==> src/hdl/osf_map.svh <==
// Register offsets, field positions, reset values and startup counts.
`ifndef OSF_MAP_SVH
`define OSF_MAP_SVH

`define OSF_SYNTH0_OFS   8'h20
`define OSF_SYNTH1_OFS   8'h24
`define OSF_OSC0_OFS     8'h28
`define OSF_OSC1_OFS     8'h2C
`define OSF_XTAL_OFS     8'h30
`define OSF_IER_OFS      8'h40
`define OSF_IDR_OFS      8'h44
`define OSF_IMR_OFS      8'h48
`define OSF_ISR_OFS      8'h4C
`define OSF_ICR_OFS      8'h50

`define OSF_RESET_VAL    32'h00000000
`define OSF_SYNTH_WMASK  32'hBF0F0F1F
`define OSF_OSC_WMASK    32'h00000707
`define OSF_XTAL_WMASK   32'h00070701

`define OSF_SY_TEST_BIT  31
`define OSF_SY_COUNT_LSB 24
`define OSF_SY_MUL_LSB   16
`define OSF_SY_DIV_LSB   8
`define OSF_SY_OPT_LSB   2
`define OSF_SY_SRC_BIT   1
`define OSF_SY_EN_BIT    0
`define OSF_OSC_ST_LSB   8
`define OSF_OSC_MODE_LSB 0
`define OSF_XT_ST_LSB    16
`define OSF_XT_MODE_LSB  8
`define OSF_XT_EN_BIT    0

`define OSF_IRQ_SYNTH0_LOCKED    0
`define OSF_IRQ_SYNTH1_LOCKED    1
`define OSF_IRQ_CLOCK_SWITCH_DONE    5
`define OSF_IRQ_GATING_DONE   6
`define OSF_IRQ_MAIN_OSC0_READY  7
`define OSF_IRQ_MAIN_OSC1_READY  8
`define OSF_IRQ_XTALRDY  9
`define OSF_IRQ_BOD      16
`define OSF_IRQ_BOD33    17
`define OSF_IRQ_IMPL     32'h000303E3
`define OSF_IRQ_STICKY   32'h000303C3

`define OSF_MODE_EXT     3'h0
`define OSF_MODE_XTAL    3'h4
`define OSF_XMODE_AGC    3'h1

`define OSF_MST_1 15'h0040
`define OSF_MST_2 15'h0080
`define OSF_MST_3 15'h0800
`define OSF_MST_4 15'h1000
`define OSF_MST_5 15'h2000
`define OSF_MST_6 15'h4000
`define OSF_XST_1 20'h00080
`define OSF_XST_2 20'h02000
`define OSF_XST_3 20'h04000
`define OSF_XST_4 20'h10000
`define OSF_XST_5 20'h20000
`define OSF_XST_6 20'h40000
`define OSF_XST_7 20'h80000

`endif

==> src/hdl/osf_pkg.sv <==
// Types shared by the oscillator and synthesizer control block.
package osf_pkg;
  typedef logic [31:0] osf_word_t;
  typedef logic [5:0]  osf_count_t;
  typedef logic [3:0]  osf_ratio_t;
  typedef logic [1:0]  osf_gain_t;
  typedef enum logic [1:0] {OSF_OFF, OSF_WAIT, OSF_LOCKED} osf_lock_st_t;
endpackage : osf_pkg

==> src/hdl/osf_lock_timer.sv <==
// Lock wait timer for one frequency synthesizer.
`timescale 1ns/10ps
module osf_lock_timer (
  // Clock and reset
  input  wire logic               clk,
  input  wire logic               rst_n,
  // Control
  input  wire logic               enable,
  input  wire logic               restart,
  input  wire logic               slow_tick,
  input  wire osf_pkg::osf_count_t wait_count,
  // Status
  output logic                    locked
);
  import osf_pkg::*;

  osf_lock_st_t st_q;
  osf_lock_st_t st_d;
  osf_count_t   cnt_q;
  osf_count_t   cnt_d;

  always_comb begin
    st_d  = st_q;
    cnt_d = cnt_q;
    case (st_q)
      OSF_OFF: begin
        if (enable) begin
          st_d  = OSF_WAIT;
          cnt_d = wait_count;
        end
      end
      OSF_WAIT: begin
        if (cnt_q == 6'h00) begin
          st_d = OSF_LOCKED; // [RULE1]
        end else if (slow_tick) begin
          cnt_d = cnt_q - 6'h01; // [RULE1]
        end
      end
      OSF_LOCKED: st_d = OSF_LOCKED;
      default: st_d = OSF_OFF;
    endcase
    // A register write or a wake from sleep starts the wait again.
    if (restart && enable) begin
      st_d  = OSF_WAIT; // [RULE1]
      cnt_d = wait_count;
    end
    if (!enable) begin
      st_d = OSF_OFF; // [RULE7]
    end
  end

  always_ff @(posedge clk or negedge rst_n) begin
    if (!rst_n) begin
      st_q  <= OSF_OFF;
      cnt_q <= 6'h00;
    end else begin
      st_q  <= st_d;
      cnt_q <= cnt_d;
    end
  end

  assign locked = (st_q == OSF_LOCKED);
endmodule : osf_lock_timer

==> src/hdl/osf_ctrl.sv <==
// Oscillator, frequency synthesizer and interrupt control registers.
//
// The implementer's own choice: the strobed register port.
`timescale 1ns/10ps
`include "osf_map.svh"

// Behaviour
// RULE1: Lock flag after programmed slow-clock wait count.
// RULE2: Software writes zero to synthesizer test bit.
// RULE3: Multiply and divide fields set frequency ratio.
// RULE4: Option bit 0 selects VCO range.
// RULE5: Option bit 1 halves output frequency.
// RULE6: Option bit 2 one disables wide bandwidth.
// RULE7: Source bit picks oscillator; enable bit runs.
// RULE8: Main startup code maps to RC cycles.
// RULE9: Main mode selects external clock or crystal gain.
// RULE10: Slow startup code maps to RC cycles.
// RULE11: Slow oscillator register cleared by power-on only.
// RULE12: Slow mode selects external clock or AGC crystal.
// RULE13: Slow enable bit runs the 32 kHz oscillator.
// RULE14: Enable-set writes of one set mask bits.
// RULE15: Enable-clear writes of one clear mask bits.
// RULE16: Mask one enables; shared interrupt bit layout.
// RULE17: IO brown-out flag set on rising detection.
// RULE18: Core brown-out flag set on rising detection.
// RULE19: Flag-clear writes of one clear flags.
// RULE20: Lock flags set on rising live lock.
// RULE21: Interrupt output when flag and mask set.
module osf_ctrl #(
  parameter int ADDR_W = 8
) (
  // Clock and resets
  input  wire logic                clk,
  input  wire logic                rst_n,
  input  wire logic                por_n,
  // Register port
  input  wire logic [ADDR_W-1:0]   reg_addr,
  input  wire osf_pkg::osf_word_t  reg_wdata,
  input  wire logic                reg_wr,
  input  wire logic                reg_rd,
  output osf_pkg::osf_word_t       reg_rdata,
  // Slow clock, wake and live status inputs
  input  wire logic                rc_system_clock,
  input  wire logic [1:0]          synth_wake,
  input  wire logic                clock_switch_done,
  input  wire logic                gating_done,
  input  wire logic                main_osc0_ready,
  input  wire logic                main_osc1_ready,
  input  wire logic                slow_xtal_ready,
  input  wire logic                core_brownout_flag,
  input  wire logic                io_brownout_flag,
  // Synthesizer controls
  output logic [1:0]               synth_enable_bit,
  output logic [1:0]               synth_source_select,
  output osf_pkg::osf_ratio_t      synth0_multiply,
  output osf_pkg::osf_ratio_t      synth0_divide,
  output osf_pkg::osf_ratio_t      synth1_multiply,
  output osf_pkg::osf_ratio_t      synth1_divide,
  output logic [1:0]               synth_vco_low_range,
  output logic [1:0]               synth_out_half,
  output logic [1:0]               synth_wide_bw_en,
  output logic [1:0]               synth_locked,
  // Main oscillator controls
  output logic [1:0]               main_osc_ext_clock,
  output logic [1:0]               main_osc_crystal,
  output osf_pkg::osf_gain_t       main_osc0_gain,
  output osf_pkg::osf_gain_t       main_osc1_gain,
  output logic [14:0]              main_osc0_startup_cycles,
  output logic [14:0]              main_osc1_startup_cycles,
  // Slow crystal controls
  output logic                     slow_xtal_enable,
  output logic                     slow_xtal_ext_clock,
  output logic                     slow_xtal_agc,
  output logic [19:0]              slow_xtal_startup_cycles,
  // Interrupt request
  output logic                     irq
);
  import osf_pkg::*;

  function automatic logic [14:0] main_startup(input logic [2:0] code);
    case (code)
      3'h1:    main_startup = `OSF_MST_1;
      3'h2:    main_startup = `OSF_MST_2;
      3'h3:    main_startup = `OSF_MST_3;
      3'h4:    main_startup = `OSF_MST_4;
      3'h5:    main_startup = `OSF_MST_5;
      3'h6:    main_startup = `OSF_MST_6;
      default: main_startup = 15'h0000;
    endcase
  endfunction : main_startup

  function automatic logic [19:0] xtal_startup(input logic [2:0] code);
    case (code)
      3'h1:    xtal_startup = `OSF_XST_1;
      3'h2:    xtal_startup = `OSF_XST_2;
      3'h3:    xtal_startup = `OSF_XST_3;
      3'h4:    xtal_startup = `OSF_XST_4;
      3'h5:    xtal_startup = `OSF_XST_5;
      3'h6:    xtal_startup = `OSF_XST_6;
      3'h7:    xtal_startup = `OSF_XST_7;
      default: xtal_startup = 20'h00000;
    endcase
  endfunction : xtal_startup

  function automatic logic [2:0] osc_mode(input osf_word_t r);
    osc_mode = r[`OSF_OSC_MODE_LSB +: 3];
  endfunction : osc_mode

  function automatic logic hit(input logic [ADDR_W-1:0] a, input logic [7:0] ofs);
    hit = (a == ADDR_W'(ofs));
  endfunction : hit

  osf_word_t synth0_q;
  osf_word_t synth1_q;
  osf_word_t osc0_q;
  osf_word_t osc1_q;
  osf_word_t xtal_q;
  osf_word_t mask_q;
  osf_word_t mask_d;
  osf_word_t flag_q;
  osf_word_t flag_d;
  osf_word_t live_q;
  osf_word_t rdata_q;
  osf_word_t rdata_d;

  // Decode of the register port.
  wire wr_synth0 = reg_wr && hit(reg_addr, `OSF_SYNTH0_OFS);
  wire wr_synth1 = reg_wr && hit(reg_addr, `OSF_SYNTH1_OFS);
  wire wr_osc0   = reg_wr && hit(reg_addr, `OSF_OSC0_OFS);
  wire wr_osc1   = reg_wr && hit(reg_addr, `OSF_OSC1_OFS);
  wire wr_xtal   = reg_wr && hit(reg_addr, `OSF_XTAL_OFS);
  wire wr_ier    = reg_wr && hit(reg_addr, `OSF_IER_OFS);
  wire wr_idr    = reg_wr && hit(reg_addr, `OSF_IDR_OFS);
  wire wr_icr    = reg_wr && hit(reg_addr, `OSF_ICR_OFS);

  // Three-stage synchronisers for the asynchronous status pins.
  logic [7:0] s1_q;
  logic [7:0] s2_q;
  logic [7:0] s3_q;
  logic [7:0] lvl_q;
  wire  [7:0] pins = {io_brownout_flag, core_brownout_flag, slow_xtal_ready,
                      main_osc1_ready, main_osc0_ready, gating_done,
                      clock_switch_done, rc_system_clock};
  // A level only moves once the second and third stages agree.
  wire  [7:0] lvl_d = (s2_q & s3_q) | (lvl_q & (s2_q | s3_q));
  wire        slow_tick = lvl_d[0] & ~lvl_q[0];

  always_ff @(posedge clk or negedge rst_n) begin
    if (!rst_n) begin
      s1_q  <= 8'h00;
      s2_q  <= 8'h00;
      s3_q  <= 8'h00;
      lvl_q <= 8'h00;
    end else begin
      s1_q  <= pins;
      s2_q  <= s1_q;
      s3_q  <= s2_q;
      lvl_q <= lvl_d;
    end
  end

  // Lock wait timers, one per synthesizer.
  logic [1:0] lock_live;
  // A rewrite restarts on the edge it lands, so it must load the new count.
  wire osf_count_t cnt0_w = wr_synth0 ? reg_wdata[`OSF_SY_COUNT_LSB +: 6]
                                      : synth0_q[`OSF_SY_COUNT_LSB +: 6];
  wire osf_count_t cnt1_w = wr_synth1 ? reg_wdata[`OSF_SY_COUNT_LSB +: 6]
                                      : synth1_q[`OSF_SY_COUNT_LSB +: 6];

  osf_lock_timer u_synth0_locked (
    .clk        (clk),
    .rst_n      (rst_n),
    .enable     (synth0_q[`OSF_SY_EN_BIT]),
    .restart    (wr_synth0 | synth_wake[0]),
    .slow_tick  (slow_tick),
    .wait_count (cnt0_w), // [RULE1]
    .locked     (lock_live[0])
  );

  osf_lock_timer u_synth1_locked (
    .clk        (clk),
    .rst_n      (rst_n),
    .enable     (synth1_q[`OSF_SY_EN_BIT]),
    .restart    (wr_synth1 | synth_wake[1]),
    .slow_tick  (slow_tick),
    .wait_count (cnt1_w), // [RULE1]
    .locked     (lock_live[1])
  );

  // Live status word in the shared interrupt layout.
  osf_word_t live_w;
  always_comb begin
    live_w                   = 32'h00000000;
    live_w[`OSF_IRQ_SYNTH0_LOCKED]   = lock_live[0];
    live_w[`OSF_IRQ_SYNTH1_LOCKED]   = lock_live[1];
    live_w[`OSF_IRQ_CLOCK_SWITCH_DONE]   = lvl_q[1];
    live_w[`OSF_IRQ_GATING_DONE]  = lvl_q[2];
    live_w[`OSF_IRQ_MAIN_OSC0_READY] = lvl_q[3];
    live_w[`OSF_IRQ_MAIN_OSC1_READY] = lvl_q[4];
    live_w[`OSF_IRQ_XTALRDY] = lvl_q[5];
    live_w[`OSF_IRQ_BOD]     = lvl_q[6];
    live_w[`OSF_IRQ_BOD33]   = lvl_q[7];
  end

  wire osf_word_t rise_w = live_w & ~live_q & `OSF_IRQ_STICKY; // [RULE17] [RULE18] [RULE20]
  wire osf_word_t clr_w  = wr_icr ? reg_wdata : 32'h00000000;  // [RULE19]

  // A rising event in the same cycle as its clear keeps the flag set.
  assign flag_d = ((flag_q & ~clr_w) | rise_w) & `OSF_IRQ_STICKY; // [RULE19]

  always_comb begin
    mask_d = mask_q;
    if (wr_ier) begin
      mask_d = mask_q | (reg_wdata & `OSF_IRQ_IMPL); // [RULE14]
    end
    if (wr_idr) begin
      mask_d = mask_q & ~reg_wdata; // [RULE15]
    end
  end

  // Clock-switch-done is a plain level in the status view, not a sticky flag.
  wire osf_word_t isr_view = flag_q | (live_w & ~`OSF_IRQ_STICKY & `OSF_IRQ_IMPL);

  always_ff @(posedge clk or negedge rst_n) begin
    if (!rst_n) begin
      mask_q <= `OSF_RESET_VAL;
      flag_q <= `OSF_RESET_VAL;
      live_q <= `OSF_RESET_VAL;
    end else begin
      mask_q <= mask_d;
      flag_q <= flag_d;
      live_q <= live_w;
    end
  end

  // Synthesizer and main oscillator registers follow the system reset.
  always_ff @(posedge clk or negedge rst_n) begin
    if (!rst_n) begin
      synth0_q <= `OSF_RESET_VAL;
      synth1_q <= `OSF_RESET_VAL;
      osc0_q   <= `OSF_RESET_VAL;
      osc1_q   <= `OSF_RESET_VAL;
    end else begin
      if (wr_synth0) synth0_q <= reg_wdata & `OSF_SYNTH_WMASK;
      if (wr_synth1) synth1_q <= reg_wdata & `OSF_SYNTH_WMASK;
      if (wr_osc0)   osc0_q   <= reg_wdata & `OSF_OSC_WMASK;
      if (wr_osc1)   osc1_q   <= reg_wdata & `OSF_OSC_WMASK;
    end
  end

  // The slow crystal keeps running through system resets, so its
  // control register only returns to zero on power-on.
  always_ff @(posedge clk or negedge por_n) begin
    if (!por_n) begin
      xtal_q <= `OSF_RESET_VAL; // [RULE11]
    end else if (wr_xtal) begin
      xtal_q <= reg_wdata & `OSF_XTAL_WMASK;
    end
  end

  // Read multiplexer; write-only and unmapped addresses read zero.
  always_comb begin
    rdata_d = 32'h00000000;
    if (reg_rd) begin
      if (hit(reg_addr, `OSF_SYNTH0_OFS)) rdata_d = synth0_q;
      if (hit(reg_addr, `OSF_SYNTH1_OFS)) rdata_d = synth1_q;
      if (hit(reg_addr, `OSF_OSC0_OFS))   rdata_d = osc0_q;
      if (hit(reg_addr, `OSF_OSC1_OFS))   rdata_d = osc1_q;
      if (hit(reg_addr, `OSF_XTAL_OFS))   rdata_d = xtal_q;
      if (hit(reg_addr, `OSF_IMR_OFS))    rdata_d = mask_q; // [RULE16]
      if (hit(reg_addr, `OSF_ISR_OFS))    rdata_d = isr_view;
    end
  end

  always_ff @(posedge clk or negedge rst_n) begin
    if (!rst_n) begin
      rdata_q <= `OSF_RESET_VAL;
    end else begin
      rdata_q <= rdata_d;
    end
  end

  assign reg_rdata = rdata_q;

  // Registered control outputs for the analog oscillators and synthesizers.
  always_ff @(posedge clk or negedge rst_n) begin
    if (!rst_n) begin
      synth_enable_bit    <= 2'h0;
      synth_source_select <= 2'h0;
      synth0_multiply     <= 4'h0;
      synth0_divide       <= 4'h0;
      synth1_multiply     <= 4'h0;
      synth1_divide       <= 4'h0;
      synth_vco_low_range <= 2'h0;
      synth_out_half      <= 2'h0;
      synth_wide_bw_en    <= 2'h3;
    end else begin
      synth_enable_bit    <= {synth1_q[`OSF_SY_EN_BIT], synth0_q[`OSF_SY_EN_BIT]};   // [RULE7]
      synth_source_select <= {synth1_q[`OSF_SY_SRC_BIT], synth0_q[`OSF_SY_SRC_BIT]}; // [RULE7]
      synth0_multiply     <= synth0_q[`OSF_SY_MUL_LSB +: 4]; // [RULE3]
      synth0_divide       <= synth0_q[`OSF_SY_DIV_LSB +: 4]; // [RULE3]
      synth1_multiply     <= synth1_q[`OSF_SY_MUL_LSB +: 4]; // [RULE3]
      synth1_divide       <= synth1_q[`OSF_SY_DIV_LSB +: 4]; // [RULE3]
      synth_vco_low_range <= {synth1_q[`OSF_SY_OPT_LSB], synth0_q[`OSF_SY_OPT_LSB]};       // [RULE4]
      synth_out_half      <= {synth1_q[`OSF_SY_OPT_LSB+1], synth0_q[`OSF_SY_OPT_LSB+1]};   // [RULE5]
      synth_wide_bw_en    <= ~{synth1_q[`OSF_SY_OPT_LSB+2], synth0_q[`OSF_SY_OPT_LSB+2]};  // [RULE6]
    end
  end

  wire [2:0] m0 = osc_mode(osc0_q);
  wire [2:0] m1 = osc_mode(osc1_q);

  always_ff @(posedge clk or negedge rst_n) begin
    if (!rst_n) begin
      main_osc_ext_clock       <= 2'h3;
      main_osc_crystal         <= 2'h0;
      main_osc0_gain           <= 2'h0;
      main_osc1_gain           <= 2'h0;
      main_osc0_startup_cycles <= 15'h0000;
      main_osc1_startup_cycles <= 15'h0000;
    end else begin
      // Reserved modes 1 to 3 select neither source.
      main_osc_ext_clock <= {m1 == `OSF_MODE_EXT, m0 == `OSF_MODE_EXT}; // [RULE9]
      main_osc_crystal   <= {m1 >= `OSF_MODE_XTAL, m0 >= `OSF_MODE_XTAL}; // [RULE9]
      main_osc0_gain     <= m0[1:0]; // [RULE9]
      main_osc1_gain     <= m1[1:0]; // [RULE9]
      main_osc0_startup_cycles <= main_startup(osc0_q[`OSF_OSC_ST_LSB +: 3]); // [RULE8]
      main_osc1_startup_cycles <= main_startup(osc1_q[`OSF_OSC_ST_LSB +: 3]); // [RULE8]
    end
  end

  wire [2:0] xm = xtal_q[`OSF_XT_MODE_LSB +: 3];

  // Slow crystal outputs share the power-on reset with their register.
  always_ff @(posedge clk or negedge por_n) begin
    if (!por_n) begin
      slow_xtal_enable         <= 1'b0;
      slow_xtal_ext_clock      <= 1'b1;
      slow_xtal_agc            <= 1'b0;
      slow_xtal_startup_cycles <= 20'h00000;
    end else begin
      slow_xtal_enable         <= xtal_q[`OSF_XT_EN_BIT]; // [RULE13]
      slow_xtal_ext_clock      <= (xm == `OSF_MODE_EXT);  // [RULE12]
      slow_xtal_agc            <= (xm == `OSF_XMODE_AGC); // [RULE12]
      slow_xtal_startup_cycles <= xtal_startup(xtal_q[`OSF_XT_ST_LSB +: 3]); // [RULE10]
    end
  end

  assign synth_locked = lock_live;
  assign irq          = |(isr_view & mask_q); // [RULE21]
endmodule : osf_ctrl

==> config.mk <==
export PLATFORM = sky130hd
export DESIGN_NAME = osf_ctrl
export DESIGN_NICKNAME = d
export VERILOG_FILES = /design/src/hdl/osf_pkg.sv /design/src/hdl/osf_lock_timer.sv /design/src/hdl/osf_ctrl.sv
export VERILOG_INCLUDE_DIRS = /design/src /design/src/hdl
export SDC_FILE = /design/constraint.sdc
export NUM_CORES = 1
export LEC_CHECK = 0
export ABC_CLOCK_PERIOD_IN_PS = 5000
export BUFFER_PORTS_ARGS = -buffer_cell sky130_fd_sc_hd__clkbuf_2
export CELL_PAD_IN_SITES_DETAIL_PLACEMENT = 0
export CELL_PAD_IN_SITES_GLOBAL_PLACEMENT = 1
export CORE_ASPECT_RATIO = 1.75
export CORE_MARGIN = 10
export CORE_UTILIZATION = 48
export DETAILED_ROUTE_END_ITERATION = 10
export GPL_ROUTABILITY_DRIVEN = 0
export PLACE_DENSITY_LB_ADDON = 0.12
export SLEW_MARGIN = 20
export SYNTH_ARGS = -nofsm -noshare
export SYNTH_HDL_FRONTEND = slang
export SYNTH_HIERARCHICAL = 1
export SYNTH_SLANG_ARGS = --single-unit
==> constraint.sdc <==
create_clock -name clk -period 5 [get_ports clk]
set_input_delay 0.5 -clock clk [delete_from_list [all_inputs] [get_ports clk]]
set_output_delay 0.5 -clock clk [all_outputs]
set_load 0.1 [all_outputs]
Word level (Yosys, flattened, before mapping)
Cells that the tools add are included.
{ "word_totals": {"ff_bits": 275, "latch_bits": 0, "ram_bits": 0, "mem_bits_ro": 0, "inputBits": 55, "output_inout_bits": 122, "elab_cells": 158, "mem_count": 0} }
{ "classes": {"add_sub_neg": 2, "n_mul": 0, "div_mod_pow": 0, "magnitude_cmp": 2, "eq_ne": 42, "shift": 0, "mux": 34, "bitwise": 19, "reduce_logical": 23} }
{ "op_table": {"columns": ["op", "n"], "rows": [
  ["$mux W32", 10],
  ["$pmux W15 S6", 2],
  ["$pmux W20 S7", 1],
  ["$mux W6", 10],
  ["$eq A8 B6 Y1 const B", 5],
  ["$eq A8 B7 Y1 const B", 5],
  ["$and A18 B18 Y18", 2],
  ["$not A18 Y18", 2],
  ["$and A18 B32 Y32", 1],
  ["$and A32 B32 Y32", 1],
  ["$not A32 Y32", 1],
  ["$or A32 B18 Y32", 1],
  ["$reduce_or A32 Y1", 1],
  ["$eq A3 B3 Y1 const B", 10],
  ["$pmux W6 S2", 2],
  ["$eq A3 B2 Y1 const B", 6],
  ["$mux W18", 1],
  ["$or A18 B18 Y18", 1],
  ["$or A18 B6 Y18", 1],
  ["$and A8 B8 Y8", 2],
  ["$or A8 B8 Y8", 2],
  ["$eq A3 B1 Y1 const B", 4],
  ["$logic_not A6 Y1", 2],
  ["$mux W2", 6],
  ["other kinds (18)", 43]
]} }

Logic depth before layout (Yosys ltp)
{ "logic_depth": {"ltp_word": 9, "depth_mapped": 13, "mapped_depth_nobuf": 9} }

Hierarchy
Netlist, hierarchy kept.
{ "by_module_without_submodules": {"columns": ["mod", "n_inst", "cells_each", "area_per_inst_um2", "seq_area_each_um2"], "rows": [
  ["osf_ctrl", 1, 603, 8524.4, 5686.7],
  ["osf_lock_timer at u_synth1_locked", 1, 65, 601.8, 200.2],
  ["osf_lock_timer at u_synth0_locked", 1, 67, 559.3, 200.2]
]} }

Worst setup path after synthesis
No wires, ideal clock.
{ "synth_path": {"path_kind": "input to register", "start": "input port reg_addr[4]", "end": "register u_synth1_locked.cnt_q[1]", "setup_time_ns": 0.125, "arrival_ns": 2.488, "t_required_ns": 4.875, "path_slack_ns": 2.387, "stages": 12, "n_path_buf": 4, "cell_sequence": "buf_6 -> nor4b_4 -> and3_1 -> buf_4 -> nand2_4 -> buf_6 -> nand2b_1 -> a21bo_2 -> buf_4 -> a211oi_4 -> or2_4 -> mux2_4"} }
{ "synth_via": {"elab_chain_cells": 6, "elab_cells_between_ends": 13, "cone_classes": "eq/ne (4); mux (4); bitwise (1); reduce/logical (4)"} }
{ "synth_lines": {"columns": ["element", "line", "text"], "rows": [
  ["from (decl)", "osf_ctrl.sv:37", "input wire logic [ADDR_W-1:0] reg_addr,"],
  ["$eq A8 B6 Y1 (*)", "osf_ctrl.sv:110", "hit = (a == ADDR_W'(ofs));"],
  ["$logic_and A1 B1 Y1 (*)", "osf_ctrl.sv:128", "wire wr_synth1 = reg_wr && hit(reg_addr, `OSF_SYNTH1_OFS);"],
  ["$mux W6 or $or A1 B1 Y1 (tied branches)", "osf_ctrl.sv:167, osf_ctrl.sv:184", null],
  ["$mux W6 or $logic_and A1 B1 Y1 (tied branches)", "osf_lock_timer.sv:27, osf_lock_timer.sv:43", null],
  ["$pmux W6 S2 (tied with other cells)", "osf_lock_timer.sv:25", "case (st_q)"],
  ["$mux W6 or $reduce_and A4 Y1 (tied branches)", null, null],
  ["to (signal assigned)", "osf_lock_timer.sv:58", "cnt_q <= cnt_d;"],
  ["to (decl)", "osf_lock_timer.sv:19", "osf_count_t cnt_q;"]
]} }
Every way passes the cells marked *; elsewhere a longest branch is shown, timed or not. The select of a mux whose other input is x is not followed.
A chain may end at the register's enable or synchronous reset.

Worst setup path after layout
Ends and elaborated chain as after synthesis.

==> reports/metrics.cfg <==
[run_status]
status=completed

[sta]
max-slew-margin-rel_pct=37.9
finClkSkew_ns=0.00580
fin_setup_tns_ns=0
clock.fmax_ghz=0.351
whs_ns=0.0359
tightest_slew_ns=0.932
period_share_pct=57.0
report.final.slew_viol_count=0
finalCriticalPeriod_ns=2.85
grt_setup_unrepaired=no
hold_violations=0
setup_viol=0

[final_layout]
drive_above_1_share_pct=29.7
nNetsFinal=946
register_area_um2=6090
syn_to_final_growth_pct=16.6
stdcell_area_um2=11300
fillerInstances=1711
antenna_cells=0
instances_no_fill=1142
multi_input_area_um2=3190
fin_util_pct=57.0

[clock_tree]
clk-insertion-delay-late_ns=0.50
cts_tree=built
post_cts_resized=0
h-tree-depth=1
cts_sinks=243
clockBufferDepth=3
cts_root_buf=clkbuf_16
cts_buffers=23
clkTransAtPathRegs_ns=0.06

[worst_setup_path]
critical_path_buf_inv_count=2
path_max_fanout=21
slowest_delay_ns=0.46
path_delay_family=simple AND/OR/NAND/NOR gates
reg2reg_depth=6
worst-path-stages=10
r2r-end=u_synth1_locked/cnt_q[1]
path_cells=clkbuf_2 > nor4b_4 > and3_1 > buf_4 > nand2_4 > nand2b_1 > a21bo_2 > a211oi_4 > or2_4 > mux2_4
crit_required_ns=5.39
critPathKind=input pin to register
cp_slowest_cell=nor4b_4
worstPathArrival_ns=3.24
r2r_slack_ns=3.02
startpoint_type=input pin
cp-end-kind=register
rr_startpoint=u_synth1_locked/st_q[0]

[power]
peakVddDrop_mv=0.342
cellPowerDensity_nw_per_um2=402
seq_power_share_pct=47.1
switching_share_pct=27.1
clockPowerShare_pct=40.4
intPower_w=0.00331
power.leakage_nw=5.78
comb_power_share_pct=12.4
power.switching_w=0.00123

[detailed_routing]
wl_mm=23.9
drt-initial-drc-count=430
dr.pass1.iters=8
routedWlPerCell_um=21.0
vias=6200
remaining_drc_errors=0
drtAntennaViolNets=0
avgViaCountPerCell=5.43

[synthesis]
yosys-top-cells-area=dfrtp_1 (61%), mux2_2 (4.9%), mux2_4 (3.1%)
synth_most_common_cell=dfrtp_1
postSynthAreaPerCell_um2=13.2
ys_top_cells_by_count=dfrtp_1 (238), nand2_1 (44), mux2_2 (42)
yosysTopAreaCell=dfrtp_1
seq_area_frac_synth_pct=62.8
synthArstFlopShare_pct=100
synth_cell_type_count=65
ys_warn_count=6
synth_top_flop_cell=dfrtp_1
synth_edf_count=0
yosysTopAreaCellShare_pct=61.5
synth_cells=735
ys_seq_elements=243
synth_area_um2=9690

[die]
die-area_um2=26500
fp.coreArea_um2=19800
fp-row-count=68
io_pins=177
die_w_um=127
initial_core_util_pct=48.9
die_h_um=208

[grt]
grt_pass1_vias=6876
grt_pass1_wl_mm=37.7
grt-ovfl-total=0
grt_antenna_before_repair=0
gr-usage-all-layers_pct=17.6
grt_max_degree=122

[placed_design]
port_buffers=145
place_inst=1100
placed_area_um2=10500
hpwlAfterDp_mm=17.1

[job]
drv_cap=0

[min_path]
holdCritPathClass=input pin to async pin

-- power by group through the flow --
stage               Sequential (W)  Clock (W)  Combinational, W
detailed placement         0.00217          0          0.000565
global placement           0.00217          0          0.000554
global route               0.00215    0.00195          0.000605
CTS                        0.00214    0.00187          0.000568
floorplan                  0.00230          0          0.000294
finish                     0.00214    0.00183          0.000565
-- kinds of logic after synthesis --
family | share of synthesized area, %
AO/OA/AOI/OAI | 9.06
adder cells (fa/ha/maj) | 2.12
buffers and inverters | 5.35
flip-flops | 62.8
multiplexers | 9.99
other | 0.0387
AND/OR/NAND/NOR | 10.6
-- layout make-up --
class                      instances  share of cell area, %
clock buffer                      32                   5.75
clock inverter                     9                   1.32
inverter                          29                  0.964
multi-input combinational        432                   28.3
sequential                       243                   53.9
tap                              245                   2.71
timing repair buffer             152                   7.11
-- what timing repair did --
item / 4_1_cts / 5_1_grt
buffers inserted: 0 / 0
hold buffers: 1 / 0
endpoints found under the hold margin: 16 / 0
-- through the flow --
step	total power, W	setup slack, ns
after floorplan	0.00259	2.39
after global placement	0.00272	1.75
after detailed placement	0.00274	1.66
after CTS	0.00458	2.19
after global routing	0.00471	1.92
final	0.00454	2.15
-- sequential cells by signal, summed over array words and instances (netlist names), 6 cells and up, named ones only --
register                  count
reg_rdata                    32
mask_q                       23
synth0_q                     20
synth1_q                     20
flag_q                        8
live_q                        8
lvl_q                         8
s1_q                          8
s2_q                          8
s3_q                          8
slow_xtal_startup_cycles      7
xtal_q                        7
main_osc0_startup_cycles      6
main_osc1_startup_cycles      6
osc0_q                        6
osc1_q                        6
u_synth0_locked/cnt_q         6
u_synth1_locked/cnt_q         6
-- cells in the final DEF, fill, tap and decap left out, types with 10 or more instances in the layout --
| cell type | netlist | layout |
|---|---|---|
| a21boi_0 | 24 | 24 |
| a21oi_1 | 14 | 14 |
| a222oi_1 | 13 | 13 |
| and2_1 | 15 | 15 |
| clkbuf_16 | 0 | 23 |
| clkbuf_2 | 0 | 144 |
| conb_1 | 1 | 31 |
| dfrtp_1 | 238 | 238 |
| ha_1 | 10 | 10 |
| inv_1 | 29 | 29 |
| mux2_2 | 42 | 42 |
| mux2_4 | 20 | 20 |
| mux2i_1 | 16 | 16 |
| nand2_1 | 44 | 44 |
| nand3_1 | 12 | 12 |
| nor2_1 | 36 | 36 |
| nor2b_1 | 10 | 10 |
| nor3b_1 | 18 | 18 |
| o21ai_0 | 25 | 25 |
-- how the worst max path moves through the flow --
stage | to | slack [ns] | startpoint
floorplan | u_synth1_locked/cnt_q[1] | 2.39 | reg_addr[4]
global placement | u_synth1_locked/cnt_q[1] | 1.75 | reg_addr[4]
detailed placement | u_synth1_locked/cnt_q[1] | 1.66 | reg_addr[4]
CTS | u_synth1_locked/cnt_q[1] | 2.19 | reg_addr[4]
global route | u_synth0_locked/cnt_q[4] | 1.92 | reg_addr[4]
finish | u_synth1_locked/cnt_q[1] | 2.15 | reg_addr[4]
-- layer usage --
layer / global-route usage [%] / part of all wire (%) / up-vias
met5: 0 / 0 / -
met4: 6.92 / 3.7 / 0
met3: 3.31 / 5.1 / 43
met2: 33.1 / 55 / 190
met1: 18.5 / 36 / 3175
li1: - / - / 2792
Power figures use the tool's default switching activity.
